## src/hdl/sqf_defs.svh

```systemverilog
// Constant definitions for the squitter filter serializer
`ifndef SQF_DEFS_SVH
`define SQF_DEFS_SVH
`define SQF_CLK_HZ        40000000
`define SQF_BAUD          230400
`define SQF_BIT_CYC       (`SQF_CLK_HZ / `SQF_BAUD)
`define SQF_CHIP_HZ       2000000
`define SQF_CHIP_CYC      (`SQF_CLK_HZ / `SQF_CHIP_HZ)
`define SQF_FRAME_BITS    112
`define SQF_DATA_BITS     88
`define SQF_CRC_BITS      24
`define SQF_CRC_POLY      24'hfff409
`define SQF_FMT_EXT       5'h11
`define SQF_PREAMBLE      16'ha140
`define SQF_CH_PREFIX     8'h2a
`define SQF_CH_SEMI       8'h3b
`define SQF_CH_CR         8'h0d
`define SQF_CH_LF         8'h0a
`define SQF_ASCII_LEN     32
`define SQF_BIN_LEN       18
`endif

```

## src/hdl/sqf_pkg.sv

```systemverilog
// Types shared by the squitter filter serializer
package sqf_pkg;
   typedef enum logic [3:0]
   {
      SQF_HUNT  = 4'b0001,
      SQF_BITS  = 4'b0010,
      SQF_CHECK = 4'b0100,
      SQF_SEND  = 4'b1000
   } sqf_state_e;
   typedef logic [111:0] sqf_frame_t;
endpackage

```

## src/hdl/sqf_squitter_serializer.sv

```systemverilog
// Squitter capture, format and CRC filter, ASCII or binary UART output
//
// Functional notes
// Scan baseband for header, then capture the following 112 bits.
// Demodulate at one megabit per second from half-bit chip samples.
// Check format field; only extended squitter format is checked further.
// Send datagram only when computed CRC equals received CRC.
// Activity LED on while a sentence is transmitted, else off.
// Format filter is fixed; no way to change accepted format.
// UART framing 230400 baud, start, eight data, no parity, one stop.
// Baud rate is a build-time parameter only.
// ASCII mode sends each byte as high nibble then low nibble.
// Transmit only; no receive input or configuration path.
// Sentence starts with asterisk, ends with semicolon, CR, LF.
// Build-time option sends raw binary bytes instead of hex.
// ASCII sentence is fixed at 32 characters.
// Binary sentence is fixed at 18 bytes.
// Hex letters upper case; bytes sent in received order.
// CRC uses 24-bit squitter polynomial over 88 bits.
`timescale 1ns/1ps
`include "sqf_defs.svh"

// ====================================================================
// Small FIFO
module sqf_fifo
#(
   parameter int WIDTH = 8,
   parameter int DEPTH = 4
)
(
   input  wire logic             mclk_in,
   input  wire logic             rst_n_in,
   input  wire logic             in_valid_in,
   output logic                  in_ready_out,
   input  wire logic [WIDTH-1:0] in_data_in,
   output logic                  out_valid_out,
   input  wire logic             out_ready_in,
   output logic      [WIDTH-1:0] out_data_out
);
   localparam int AW = $clog2(DEPTH);
   logic [WIDTH-1:0] mem_q [DEPTH];
   logic [AW-1:0]    wr_q;
   logic [AW-1:0]    rd_q;
   logic [AW:0]      cnt_q;
   logic             push;
   logic             pop;

   assign in_ready_out  = (cnt_q != (AW+1)'(DEPTH));
   assign out_valid_out = (cnt_q != '0);
   assign push = in_valid_in && in_ready_out;
   assign pop  = out_valid_out && out_ready_in;
   assign out_data_out = mem_q[rd_q];

   always_ff @(posedge mclk_in)
   begin
      if (push)
         mem_q[wr_q] <= in_data_in;
   end

   always_ff @(posedge mclk_in)
   begin
      if (!rst_n_in)
      begin
         wr_q  <= '0;
         rd_q  <= '0;
         cnt_q <= '0;
      end
      else
      begin
         if (push)
            wr_q <= (wr_q == AW'(DEPTH-1)) ? '0 : wr_q + 1'b1;
         if (pop)
            rd_q <= (rd_q == AW'(DEPTH-1)) ? '0 : rd_q + 1'b1;
         cnt_q <= cnt_q + (AW+1)'(push) - (AW+1)'(pop);
      end
   end
endmodule

// ====================================================================
// Receiver and serializer top
module sqf_squitter_serializer
#(
   parameter int  BIT_CYC  = `SQF_BIT_CYC,
   parameter int  CHIP_CYC = `SQF_CHIP_CYC,
   parameter bit  BINARY   = 1'b0,
   parameter int  FIFO_D   = 4
)
(
   input  wire logic mclk_in,
   input  wire logic rst_n_in,
   input  wire logic baseband_in,
   output logic      tx_out,
   output logic      led_out
);
   // transmit only
   // No receive pin exists; nothing configures the block at run time.

   // =================================================================
   // Input synchroniser
   logic s1_q, s2_q, s3_q, bb_q;
   always_ff @(posedge mclk_in)
   begin
      if (!rst_n_in)
      begin
         s1_q <= 1'b0;
         s2_q <= 1'b0;
         s3_q <= 1'b0;
         bb_q <= 1'b0;
      end
      else
      begin
         s1_q <= baseband_in;
         s2_q <= s1_q;
         s3_q <= s2_q;
         if (s2_q == s3_q)
            bb_q <= s3_q;
      end
   end

   // =================================================================
   // Chip sampling
   // chip strobe
   // Free-running strobe; no resync, so input must be chip-aligned.
   logic [7:0] chip_cnt_q;
   logic       chip_stb;
   assign chip_stb = (chip_cnt_q == 8'(CHIP_CYC - 1));
   always_ff @(posedge mclk_in)
   begin
      if (!rst_n_in)
         chip_cnt_q <= '0;
      else
         chip_cnt_q <= chip_stb ? '0 : chip_cnt_q + 8'h01;
   end

   // =================================================================
   // Capture machine
   sqf_pkg::sqf_state_e st_q;
   logic [15:0]         hdr_q;
   logic [111:0]        frm_q;
   logic [6:0]          nbit_q;
   logic                half_q;
   logic                first_q;
   logic [6:0]          crc_i_q;
   logic [23:0]         crc_q;
   logic                send_go;
   logic                send_busy;

   function automatic logic [23:0] crc_step(input logic [23:0] c,
                                           input logic        b);
      logic fb;
      fb = c[23] ^ b;
      crc_step = {c[22:0], 1'b0} ^ (fb ? `SQF_CRC_POLY : 24'h000000);
   endfunction

   always_ff @(posedge mclk_in)
   begin
      if (!rst_n_in)
      begin
         st_q    <= sqf_pkg::SQF_HUNT;
         hdr_q   <= '0;
         frm_q   <= '0;
         nbit_q  <= '0;
         half_q  <= 1'b0;
         first_q <= 1'b0;
         crc_i_q <= '0;
         crc_q   <= '0;
      end
      else
      begin
         case (st_q)
            sqf_pkg::SQF_HUNT:
            begin
               // header search
               if (chip_stb)
               begin
                  hdr_q <= {hdr_q[14:0], bb_q};
                  if ({hdr_q[14:0], bb_q} == `SQF_PREAMBLE)
                  begin
                     st_q   <= sqf_pkg::SQF_BITS;
                     nbit_q <= '0;
                     half_q <= 1'b0;
                  end
               end
            end
            sqf_pkg::SQF_BITS:
            begin
               // pulse position bit decision
               if (chip_stb)
               begin
                  half_q <= ~half_q;
                  if (!half_q)
                     first_q <= bb_q;
                  else
                  begin
                     frm_q  <= {frm_q[110:0], first_q};
                     nbit_q <= nbit_q + 7'h01;
                     if (nbit_q == 7'(`SQF_FRAME_BITS - 1))
                     begin
                        st_q    <= sqf_pkg::SQF_CHECK;
                        crc_i_q <= '0;
                        crc_q   <= '0;
                     end
                  end
               end
            end
            sqf_pkg::SQF_CHECK:
            begin
               // fixed format filter
               if (frm_q[111:107] != `SQF_FMT_EXT)
               begin
                  st_q  <= sqf_pkg::SQF_HUNT;
                  hdr_q <= '0;
               end
               else if (crc_i_q != 7'(`SQF_DATA_BITS))
               begin
                  // serial CRC
                  crc_q   <= crc_step(crc_q, frm_q[7'd111 - crc_i_q]);
                  crc_i_q <= crc_i_q + 7'h01;
               end
               // CRC compare gate
               else if (crc_q == frm_q[23:0] && !send_busy)
                  st_q <= sqf_pkg::SQF_SEND;
               else
               begin
                  st_q  <= sqf_pkg::SQF_HUNT;
                  hdr_q <= '0;
               end
            end
            sqf_pkg::SQF_SEND:
            begin
               st_q  <= sqf_pkg::SQF_HUNT;
               hdr_q <= '0;
            end
            default:
               st_q <= sqf_pkg::SQF_HUNT;
         endcase
      end
   end
   assign send_go = (st_q == sqf_pkg::SQF_SEND);

   // =================================================================
   // Sentence builder
   localparam int LEN = BINARY ? `SQF_BIN_LEN : `SQF_ASCII_LEN;
   logic [111:0] out_frm_q;
   logic [5:0]   idx_q;
   logic         act_q;
   logic [7:0]   ch;
   logic         f_ready;
   logic         f_valid;
   logic [7:0]   f_data;
   logic         u_busy;
   logic         f_valid_o;

   // upper case hex digit
   function automatic logic [7:0] hex_char(input logic [3:0] n);
      hex_char = (n < 4'ha) ? 8'h30 + {4'h0, n} : 8'h37 + {4'h0, n};
   endfunction

   always_comb
   begin
      logic [5:0] k;
      logic [7:0] byt;
      k   = idx_q - 6'h01;
      byt = 8'h00;
      ch  = 8'h00;
      // prefix and suffix
      if (idx_q == 6'h00)
         ch = `SQF_CH_PREFIX;
      else if (idx_q == 6'(LEN - 3))
         ch = `SQF_CH_SEMI;
      else if (idx_q == 6'(LEN - 2))
         ch = `SQF_CH_CR;
      else if (idx_q == 6'(LEN - 1))
         ch = `SQF_CH_LF;
      else if (BINARY)
      begin
         // raw bytes in order
         byt = out_frm_q[8'd111 - {k[4:0], 3'b000} -: 8];
         ch  = byt;
      end
      else
      begin
         // nibble pairs, high first
         byt = out_frm_q[8'd111 - {k[5:1], 3'b000} -: 8];
         ch  = k[0] ? hex_char(byt[3:0]) : hex_char(byt[7:4]);
      end
   end

   assign send_busy = act_q;
   assign f_valid   = act_q;

   always_ff @(posedge mclk_in)
   begin
      if (!rst_n_in)
      begin
         out_frm_q <= '0;
         idx_q     <= '0;
         act_q     <= 1'b0;
      end
      else if (send_go)
      begin
         out_frm_q <= frm_q;
         idx_q     <= '0;
         act_q     <= 1'b1;
      end
      else if (act_q && f_ready)
      begin
         idx_q <= idx_q + 6'h01;
         if (idx_q == 6'(LEN - 1))
            act_q <= 1'b0;
      end
   end

   sqf_fifo #(.WIDTH(8), .DEPTH(FIFO_D)) u_fifo
   (
      .mclk_in       (mclk_in),
      .rst_n_in      (rst_n_in),
      .in_valid_in   (f_valid),
      .in_ready_out  (f_ready),
      .in_data_in    (ch),
      .out_valid_out (f_valid_o),
      .out_ready_in  (!u_busy),
      .out_data_out  (f_data)
   );

   // =================================================================
   // UART transmitter
   // fixed 8N1 framing
   logic [9:0]  sh_q;
   logic [3:0]  nb_q;
   logic [15:0] bc_q;
   logic        tx_q;
   logic        led_q;
   assign u_busy = (nb_q != 4'h0);
   always_ff @(posedge mclk_in)
   begin
      if (!rst_n_in)
      begin
         sh_q <= '1;
         nb_q <= '0;
         bc_q <= '0;
         tx_q <= 1'b1;
      end
      else if (!u_busy)
      begin
         if (f_valid_o)
         begin
            sh_q <= {1'b1, f_data, 1'b0};
            nb_q <= 4'd10;
            bc_q <= '0;
            tx_q <= 1'b0;
         end
      end
      else if (bc_q == 16'(BIT_CYC - 1))
      begin
         bc_q <= '0;
         sh_q <= {1'b1, sh_q[9:1]};
         nb_q <= nb_q - 4'h1;
         tx_q <= (nb_q == 4'h1) ? 1'b1 : sh_q[1];
      end
      else
         bc_q <= bc_q + 16'h0001;
   end

   // activity indicator
   always_ff @(posedge mclk_in)
   begin
      if (!rst_n_in)
         led_q <= 1'b0;
      else
         led_q <= act_q || f_valid_o || u_busy;
   end
   assign tx_out  = tx_q;
   assign led_out = led_q;

   // =================================================================
   // Checks
   a_led_follows: assert property (@(posedge mclk_in) disable iff
      (!rst_n_in) u_busy |=> led_q) else $error("led off during send");
   a_idle_high: assert property (@(posedge mclk_in) disable iff
      (!rst_n_in) !u_busy && !$past(u_busy) |-> tx_q)
      else $error("line not idle high");
   a_fmt_drop: assert property (@(posedge mclk_in) disable iff
      (!rst_n_in) st_q == sqf_pkg::SQF_CHECK &&
      frm_q[111:107] != `SQF_FMT_EXT |=> st_q == sqf_pkg::SQF_HUNT)
      else $error("wrong format kept");
   a_crc_gate: assert property (@(posedge mclk_in) disable iff
      (!rst_n_in) send_go |-> $past(crc_q) == frm_q[23:0])
      else $error("bad crc sent");
   a_first_prefix: assert property (@(posedge mclk_in) disable iff
      (!rst_n_in) act_q && idx_q == 6'h00 |-> ch == `SQF_CH_PREFIX)
      else $error("prefix wrong");
   a_last_lf: assert property (@(posedge mclk_in) disable iff
      (!rst_n_in) act_q && idx_q == 6'(LEN - 1) |-> ch == `SQF_CH_LF)
      else $error("suffix wrong");
   a_start_bit: assert property (@(posedge mclk_in) disable iff
      (!rst_n_in) !u_busy && f_valid_o |=> !tx_q [*2])
      else $error("start bit missing");
   a_hex_case: assert property (@(posedge mclk_in) disable iff
      (!rst_n_in) act_q && !BINARY && idx_q > 6'h00 && idx_q < 6'd29 |->
      (ch inside {[8'h30:8'h39], [8'h41:8'h46]}))
      else $error("bad hex char");
   c_send: cover property (@(posedge mclk_in) send_go);
   c_drop: cover property (@(posedge mclk_in)
      st_q == sqf_pkg::SQF_CHECK ##1 st_q == sqf_pkg::SQF_HUNT);
   c_full: cover property (@(posedge mclk_in) act_q && !f_ready);
endmodule

```

## config.mk

```make
export PLATFORM = sky130hd
export DESIGN_NAME = sqf_squitter_serializer
export DESIGN_NICKNAME = d
export VERILOG_FILES = /design/src/hdl/sqf_pkg.sv /design/src/hdl/sqf_squitter_serializer.sv
export VERILOG_INCLUDE_DIRS = /design/src /design/src/hdl
export SDC_FILE = /design/constraint.sdc
export NUM_CORES = 1
export LEC_CHECK = 0
export BUFFER_PORTS_ARGS = -buffer_cell sky130_fd_sc_hd__buf_2
export CORE_UTILIZATION = 35
export DETAILED_ROUTE_END_ITERATION = 12
export PLACE_DENSITY = 0.61
export SLEW_MARGIN = 20
export SYNTH_ARGS = -nofsm -noshare
export SYNTH_HDL_FRONTEND = slang
export SYNTH_SLANG_ARGS = --single-unit
```

## constraint.sdc

```tcl
create_clock -name mclk_in -period 13.9 [get_ports mclk_in]
set_clock_uncertainty 0.2 [all_clocks]
set_input_delay 0 -clock mclk_in [delete_from_list [all_inputs] [get_ports mclk_in]]
set_output_delay 0 -clock mclk_in [all_outputs]
set_load 0.01 [all_outputs]
```

# Word level (Yosys, flattened, before mapping)

Memory sizes are Yosys's and may differ from the RTL's. A register that Yosys moved wholly into a read port is not among the register bits.
Cells that the tools add are included.

Flip-flop bits (word level): 341
Output and inout bits: 2
Input port bits: 3
Memories kept: 1
Memory bits (writable): 28

Memory list:

| name         | words | width | rd ports | clocked after memory_dff | wr ports | line                          | source |
|---|---|---|---|---|---|---|---|
| u_fifo.mem_q | 4     | 7     | 1        | 1                        | 1        | sqf_squitter_serializer.sv:41 | `logic [WIDTH-1:0] mem_q [DEPTH];` |

Bitwise operators: 4
Shift-type cells: 1
Equality and inequality tests: 29
Add/subtract/negate cells: 17
Mux-type cells: 67
Reduce and logical (&&, ||, !) cells: 27
$lt $le $gt $ge: 3

Operators by type and width:

| operator                                        | number |
|---|---|
| two-way mux 24 bit                              | 6 |
| variable part select 119 x 9 -> 8 bit           | 1 |
| two-way mux 7 bit                               | 16 |
| two-way mux 15 bit                              | 4 |
| two-way mux 16 bit                              | 3 |
| case mux 24 bit (2 select lines)                | 1 |
| case mux 15 bit (3 select lines)                | 1 |
| two-way mux 4 bit                               | 11 |
| two-way mux 10 bit                              | 3 |
| adder 6 x 4 -> 7 bit (first input constant)     | 4 |
| case mux 7 bit (2 select lines)                 | 2 |
| == test 24 bit                                  | 1 |
| bitwise XOR 24 bit                              | 1 |
| == test 6 x 5 -> 1 bit (second input constant)  | 3 |
| adder 16 x 1 -> 16 bit (second input constant)  | 1 |
| == test 16 bit (second input constant)          | 1 |
| == test 16 x 8 -> 1 bit (second input constant) | 1 |
| adder 7 x 1 -> 7 bit (second input constant)    | 2 |
| != test 2 bit (second input constant)           | 7 |
| two-way mux 1 bit                               | 13 |
| case mux 4 bit (3 select lines)                 | 1 |
| AND reduction 6 bit                             | 2 |
| nonzero test 2 bit                              | 5 |
| != test 3 bit (second input constant)           | 3 |
| other kinds (38)                                | 55 |

# Depth between registers and ports, before layout

Word-level depth: 10
Mapped depth: 20
Gate-level depth less buffers: 16

# By module

Synthesis repeated with hierarchy kept, for this count alone.

Cells, all modules: 1892
Area, all modules: 16652.2 um^2

By module, submodules not included:

| module                  | instances | cells an instance | area each (um^2) |
|---|---|---|---|
| sqf_squitter_serializer | 1         | 1798              | 15013.1 |
| sqf_fifo                | 1         | 94                | 1639.1 |

# Worst setup path before layout

OpenSTA, ideal clock, no wires.

Path type: flip-flop to flip-flop
From: register idx_q[0]
To: memory u_fifo.mem_q[0][2] (netlist bit) (data pin)
Data required time: 13412 ps
Buffers on the path: 3
Library setup time: 288 ps
Cell stages (with the launch flop): 19
Path slack: 9408 ps
Period minus slack after synthesis: 4492 ps
Arrival: 4005 ps
Cells stage by stage: dfxtp_1 > clkbuf_1 > inv_1 > ha_1 > xnor2_1 > inv_1 > buf_4 > buf_2 > ha_1 > xor2_1 > xor2_1 > mux2_2 > a222oi_1 > o21ai_1 > nand2_1 > ha_1 > a21oi_1 > o31ai_1 > a21boi_0

Longest elaborated chain between the ends: 10
Elaborated cells between the ends (all ways): 20
Classes of those cells: add/sub: 6; order compare: 2; eq/ne: 3; shift: 1; mux: 7; reduce/logical: 1

RTL lines:

| element                                                    | line                           | source |
|---|---|---|
| from (decl)                                                | sqf_squitter_serializer.sv:245 | `logic [5:0] idx_q;` |
| from (signal assigned)                                     | sqf_squitter_serializer.sv:308 | `idx_q <= idx_q + 6'h01;` |
| subtractor 6 x 1 -> 6 bit                                  | sqf_squitter_serializer.sv:263 | `k = idx_q - 6'h01;` |
| subtractor 7 x 8 -> 8 bit                                  | sqf_squitter_serializer.sv:284 | `byt = out_frm_q[8'd111 - {k[5:1], 3'b000} -: 8];` |
| variable part select 119 x 9 -> 8 bit                      | sqf_squitter_serializer.sv:284 |  |
| adder 6 x 4 -> 7 bit or < comparator 4 bit (tied branches) | sqf_squitter_serializer.sv:256 | `hex_char = (n < 4'ha) ? 8'h30 + {4'h0, n} : 8'h37 + {4'h0, n};` |
| two-way mux 7 bit                                          | sqf_squitter_serializer.sv:256 |  |
| two-way mux 7 bit                                          | sqf_squitter_serializer.sv:285 | `ch = k[0] ? hex_char(byt[3:0]) : hex_char(byt[7:4]);` |
| two-way mux 7 bit                                          | sqf_squitter_serializer.sv:273 | `else if (idx_q == 6'(LEN - 1))` |
| two-way mux 7 bit                                          | sqf_squitter_serializer.sv:271 | `else if (idx_q == 6'(LEN - 2))` |
| two-way mux 7 bit                                          | sqf_squitter_serializer.sv:269 | `else if (idx_q == 6'(LEN - 3))` |
| two-way mux 7 bit (*)                                      | sqf_squitter_serializer.sv:267 | `if (idx_q == 6'h00)` |
| via ch[2]                                                  | sqf_squitter_serializer.sv:247 | `logic [7:0] ch;` |
| to (decl)                                                  | sqf_squitter_serializer.sv:41  |  |

The timed path passes the listed nets; every way through them passes the cells marked *.

# Worst setup path after layout

From: register idx_q[0]
To: memory u_fifo.mem_q[3][2] (netlist bit) (data pin)

Same word-level chain as after synthesis.

==> metrics.log <==
[metrics] initial antenna violation count: 0
[metrics] latest clock arrival within the worst-skew pair: 0.58 ns
[metrics] clock net sink count: 369
[metrics] last weighted congestion value of the routability-driven placer: 0.886
[metrics] maximum fanout along the worst path: 23
[metrics] Relative slew margins: 0.247
[metrics] Antenna Nets Post-Route: 0
[metrics] status: completed
[metrics] Lkg Pwr: 0.00616 uW
[metrics] RSZ-0062 raised after global routing: false
[metrics] setup total negative slack: 0 ns
[metrics] setup ws final: 8.26 ns
[metrics] post-detailed-route via-to-cell ratio: 5.17
[metrics] Die X: 224 um
[metrics] crit share post-route: 0.405
[metrics] routing layer with the top usage in global route: met2
[metrics] via count of the first global-routing pass: 12400
[metrics] category of the worst setup path launch point: register
[metrics] Max Slew Vio Count: 0
[metrics] met1 routing resource usage after global routing: 0.240
[metrics] global route total overflow: 0
[metrics] data arrival time at the worst-slack endpoint: 5.68 ns
[metrics] max cap viols: 0
[metrics] DP Wirelength: 29000 um
[metrics] P&R area growth vs syn: 10.7%
[metrics] all-layer global routing usage: 0.175
[metrics] number of buffers added for setup after CTS: 0
[metrics] I/O pins: 5
[metrics] Crit Path Class: reg2reg
[metrics] H-tree Lvls: 2
[metrics] post-DR wirelength/cell: 17.0 um
[metrics] post-layout minimum cycle time: 5.64 ns
[metrics] Antenna Cells: 0
[metrics] wire length after detailed routing: 43400 um
[metrics] ratio of cells with drive above 1 in the final layout: 0.0834
[metrics] worst voltage drop across the vdd grid: 0.0758 mV
[metrics] final net count: 1894
[metrics] P per Cell Area: 125 nW/um^2
[metrics] sequential element share of the synthesized area: 0.444
[metrics] die area: 50200 um^2
[metrics] global-route met2 utilization: 0.270
[metrics] post-place setup slack: 8.38 ns
[metrics] M3 GR Usage: 0.0289
[metrics] root buffer cell: clkbuf_16
[metrics] Netlist cell types: 80
[metrics] post-cts resize count: 0
[metrics] Max Clock Freq: 177 MHz
[metrics] Die Span Y: 224 um
[metrics] number of buffers between clock root and the deepest sink: 3
[metrics] Syn Area/Cell: 8.92 um^2
[metrics] kind of end point of the critical path: register
[metrics] CTS Buf Count: 41
[metrics] pin count of the biggest net entering global routing: 119
[metrics] synthesized net count: 1962
[metrics] most used flip-flop cell after synthesis: dfxtp_1
[metrics] number of hold-repair buffers added at the cts stage: 3
[metrics] Final Util: 0.392
[metrics] number of standard-cell rows in the floorplan: 81
[metrics] proportion of synthesized flip-flops having asynchronous set or reset: 0
[metrics] Floorplan Core Area: 48700 um^2
[metrics] Synth Register Bits: 369
[metrics] overall via count from detail_route: 13200
[metrics] most frequent cells in the layout: nand2_1 (560), dfxtp_1 (339), a21boi_0 (240), nor2_1 (93), mux4_2 (47)
[metrics] global-route wire length before repair: 70000 um
[metrics] number of enable-type register cells in the synthesized netlist: 28
[metrics] Reg clk slew, reported paths: 0.06 ns
[metrics] data required time at the worst endpoint: 13.95 ns
[metrics] number of port buffers: 4
[metrics] post-synthesis instance area: 17300 um^2
[metrics] # DRC: 0
[metrics] TritonCTS clock tree: yes
[metrics] initial core utilization: 0.354
[metrics] count of TritonRoute iterations in the first routing pass: 5
[metrics] Setup-failing EPs final: 0
[metrics] most common cell after layout, fill and taps aside: nand2_1
[metrics] worst hold path class: reg2reg
[metrics] number of cells produced by synthesis: 1934
[metrics] filler cell count in the final layout: 4827
[metrics] Final Hold Viols: 0
[metrics] Worst Max-Slew Pin Slew: 1.13 ns
[metrics] count of synthesis-stage warnings from yosys: 0
[metrics] detailed router's first-iteration violation count: 953
==> metal layers <==
layer | vias up | part of all wire
met1 | 6421 | 0.47
met5 | - | 0
met3 | 79 | 0.043
li1 | 6495 | -
met4 | 0 | 0.036
met2 | 229 | 0.45
==> power by group <==
group / internal, uW / leakage (uW) / switching [uW] / total, uW
registers: 1090 / 0.00300 / 19.2 / 1110
clock network: 663 / 0.000675 / 439 / 1100
logic: 69.1 / 0.00248 / 102 / 172
==> flip-flops by register name, indices dropped and copies added (netlist names), 3 cells and up, named ones only <==
name,count
hdr_q,15
crc_q,24
frm_q,112
sh_q,8
nbit_q,7
u_fifo.cnt_q,3
chip_cnt_q,8
nb_q,4
crc_i_q,7
st_q,4
bc_q,16
u_fifo.mem_q,28
out_frm_q,112
idx_q,6
==> critical path: stages (launching register included) <==
cell	delay (ns)
dfxtp_1	0.53
inv_1	0.23
ha_2	0.28
xnor2_1	0.13
buf_4	0.20
inv_1	0.70
ha_1	0.29
xor2_1	0.34
xor2_1	0.18
buf_4	0.22
mux2_2	0.35
a222oi_1	0.43
o21ai_1	0.24
nand2_1	0.12
ha_1	0.20
a21oi_1	0.08
o31ai_1	0.33
a21boi_0	0.25
==> through the flow <==
step           total power, uW  std cells  cell area (um^2)  hold WS (ns)
2_1_floorplan             1270       1934             17300       -0.0727
3_3_place_gp              1300       2484             17700        0.0182
3_5_place_dp              1310       2484             17700        0.0240
4_1_cts                   2420       2559             19100         0.246
5_1_grt                   2490       2559             19100         0.268
6_report                  2390       2559             19100         0.245
==> path summary, 6_finish.rpt <==
path	depth (start not counted)	from	slack [ns]	end
setup reg to reg	17	idx_q[0]	8.26	u_fifo.mem_q[3][2]
hold reg to reg	1	s1_q	0.24	s2_q
setup / recovery	17	idx_q[0]	8.26	u_fifo.mem_q[3][2]
hold / removal	1	s1_q	0.24	s2_q
==> final cells by class <==
class                      count  area, um^2  share of cell area
clock buffer                  58        1170              0.0613
clock inverter                14         200              0.0105
inverter                      24        90.1             0.00471
multi-input combinational   1408        8980               0.470
sequential                   369        7670               0.401
tap                          664         831              0.0435
timing repair buffer          22         169             0.00884
==> synth_stat cells, types with 28 or more instances <==
master	number	area (um^2)
a21boi_0	240	1800
nand2_1	561	2110
o21ai_0	32	160
edfxtp_1	28	841
xnor2_1	41	359
nor2_1	94	353
dfxtp_1	341	6830
mux4_2	47	1060
and2_1	32	200
a21oi_1	32	160
nand3_1	29	145
clkbuf_1	109	409
==> cells by family (layout without fill, tap and decap cells) <==
kind of cell,after synthesis,in the layout,synth area share
compound gates,410,410,0.174
xor+xnor,68,68,0.0356
simple gates,822,822,0.204
flops,369,369,0.444
mux,83,83,0.0872
fa+ha+maj,25,25,0.0186
buf+inv,157,118,0.0372
Power figures use the tool's default switching activity.
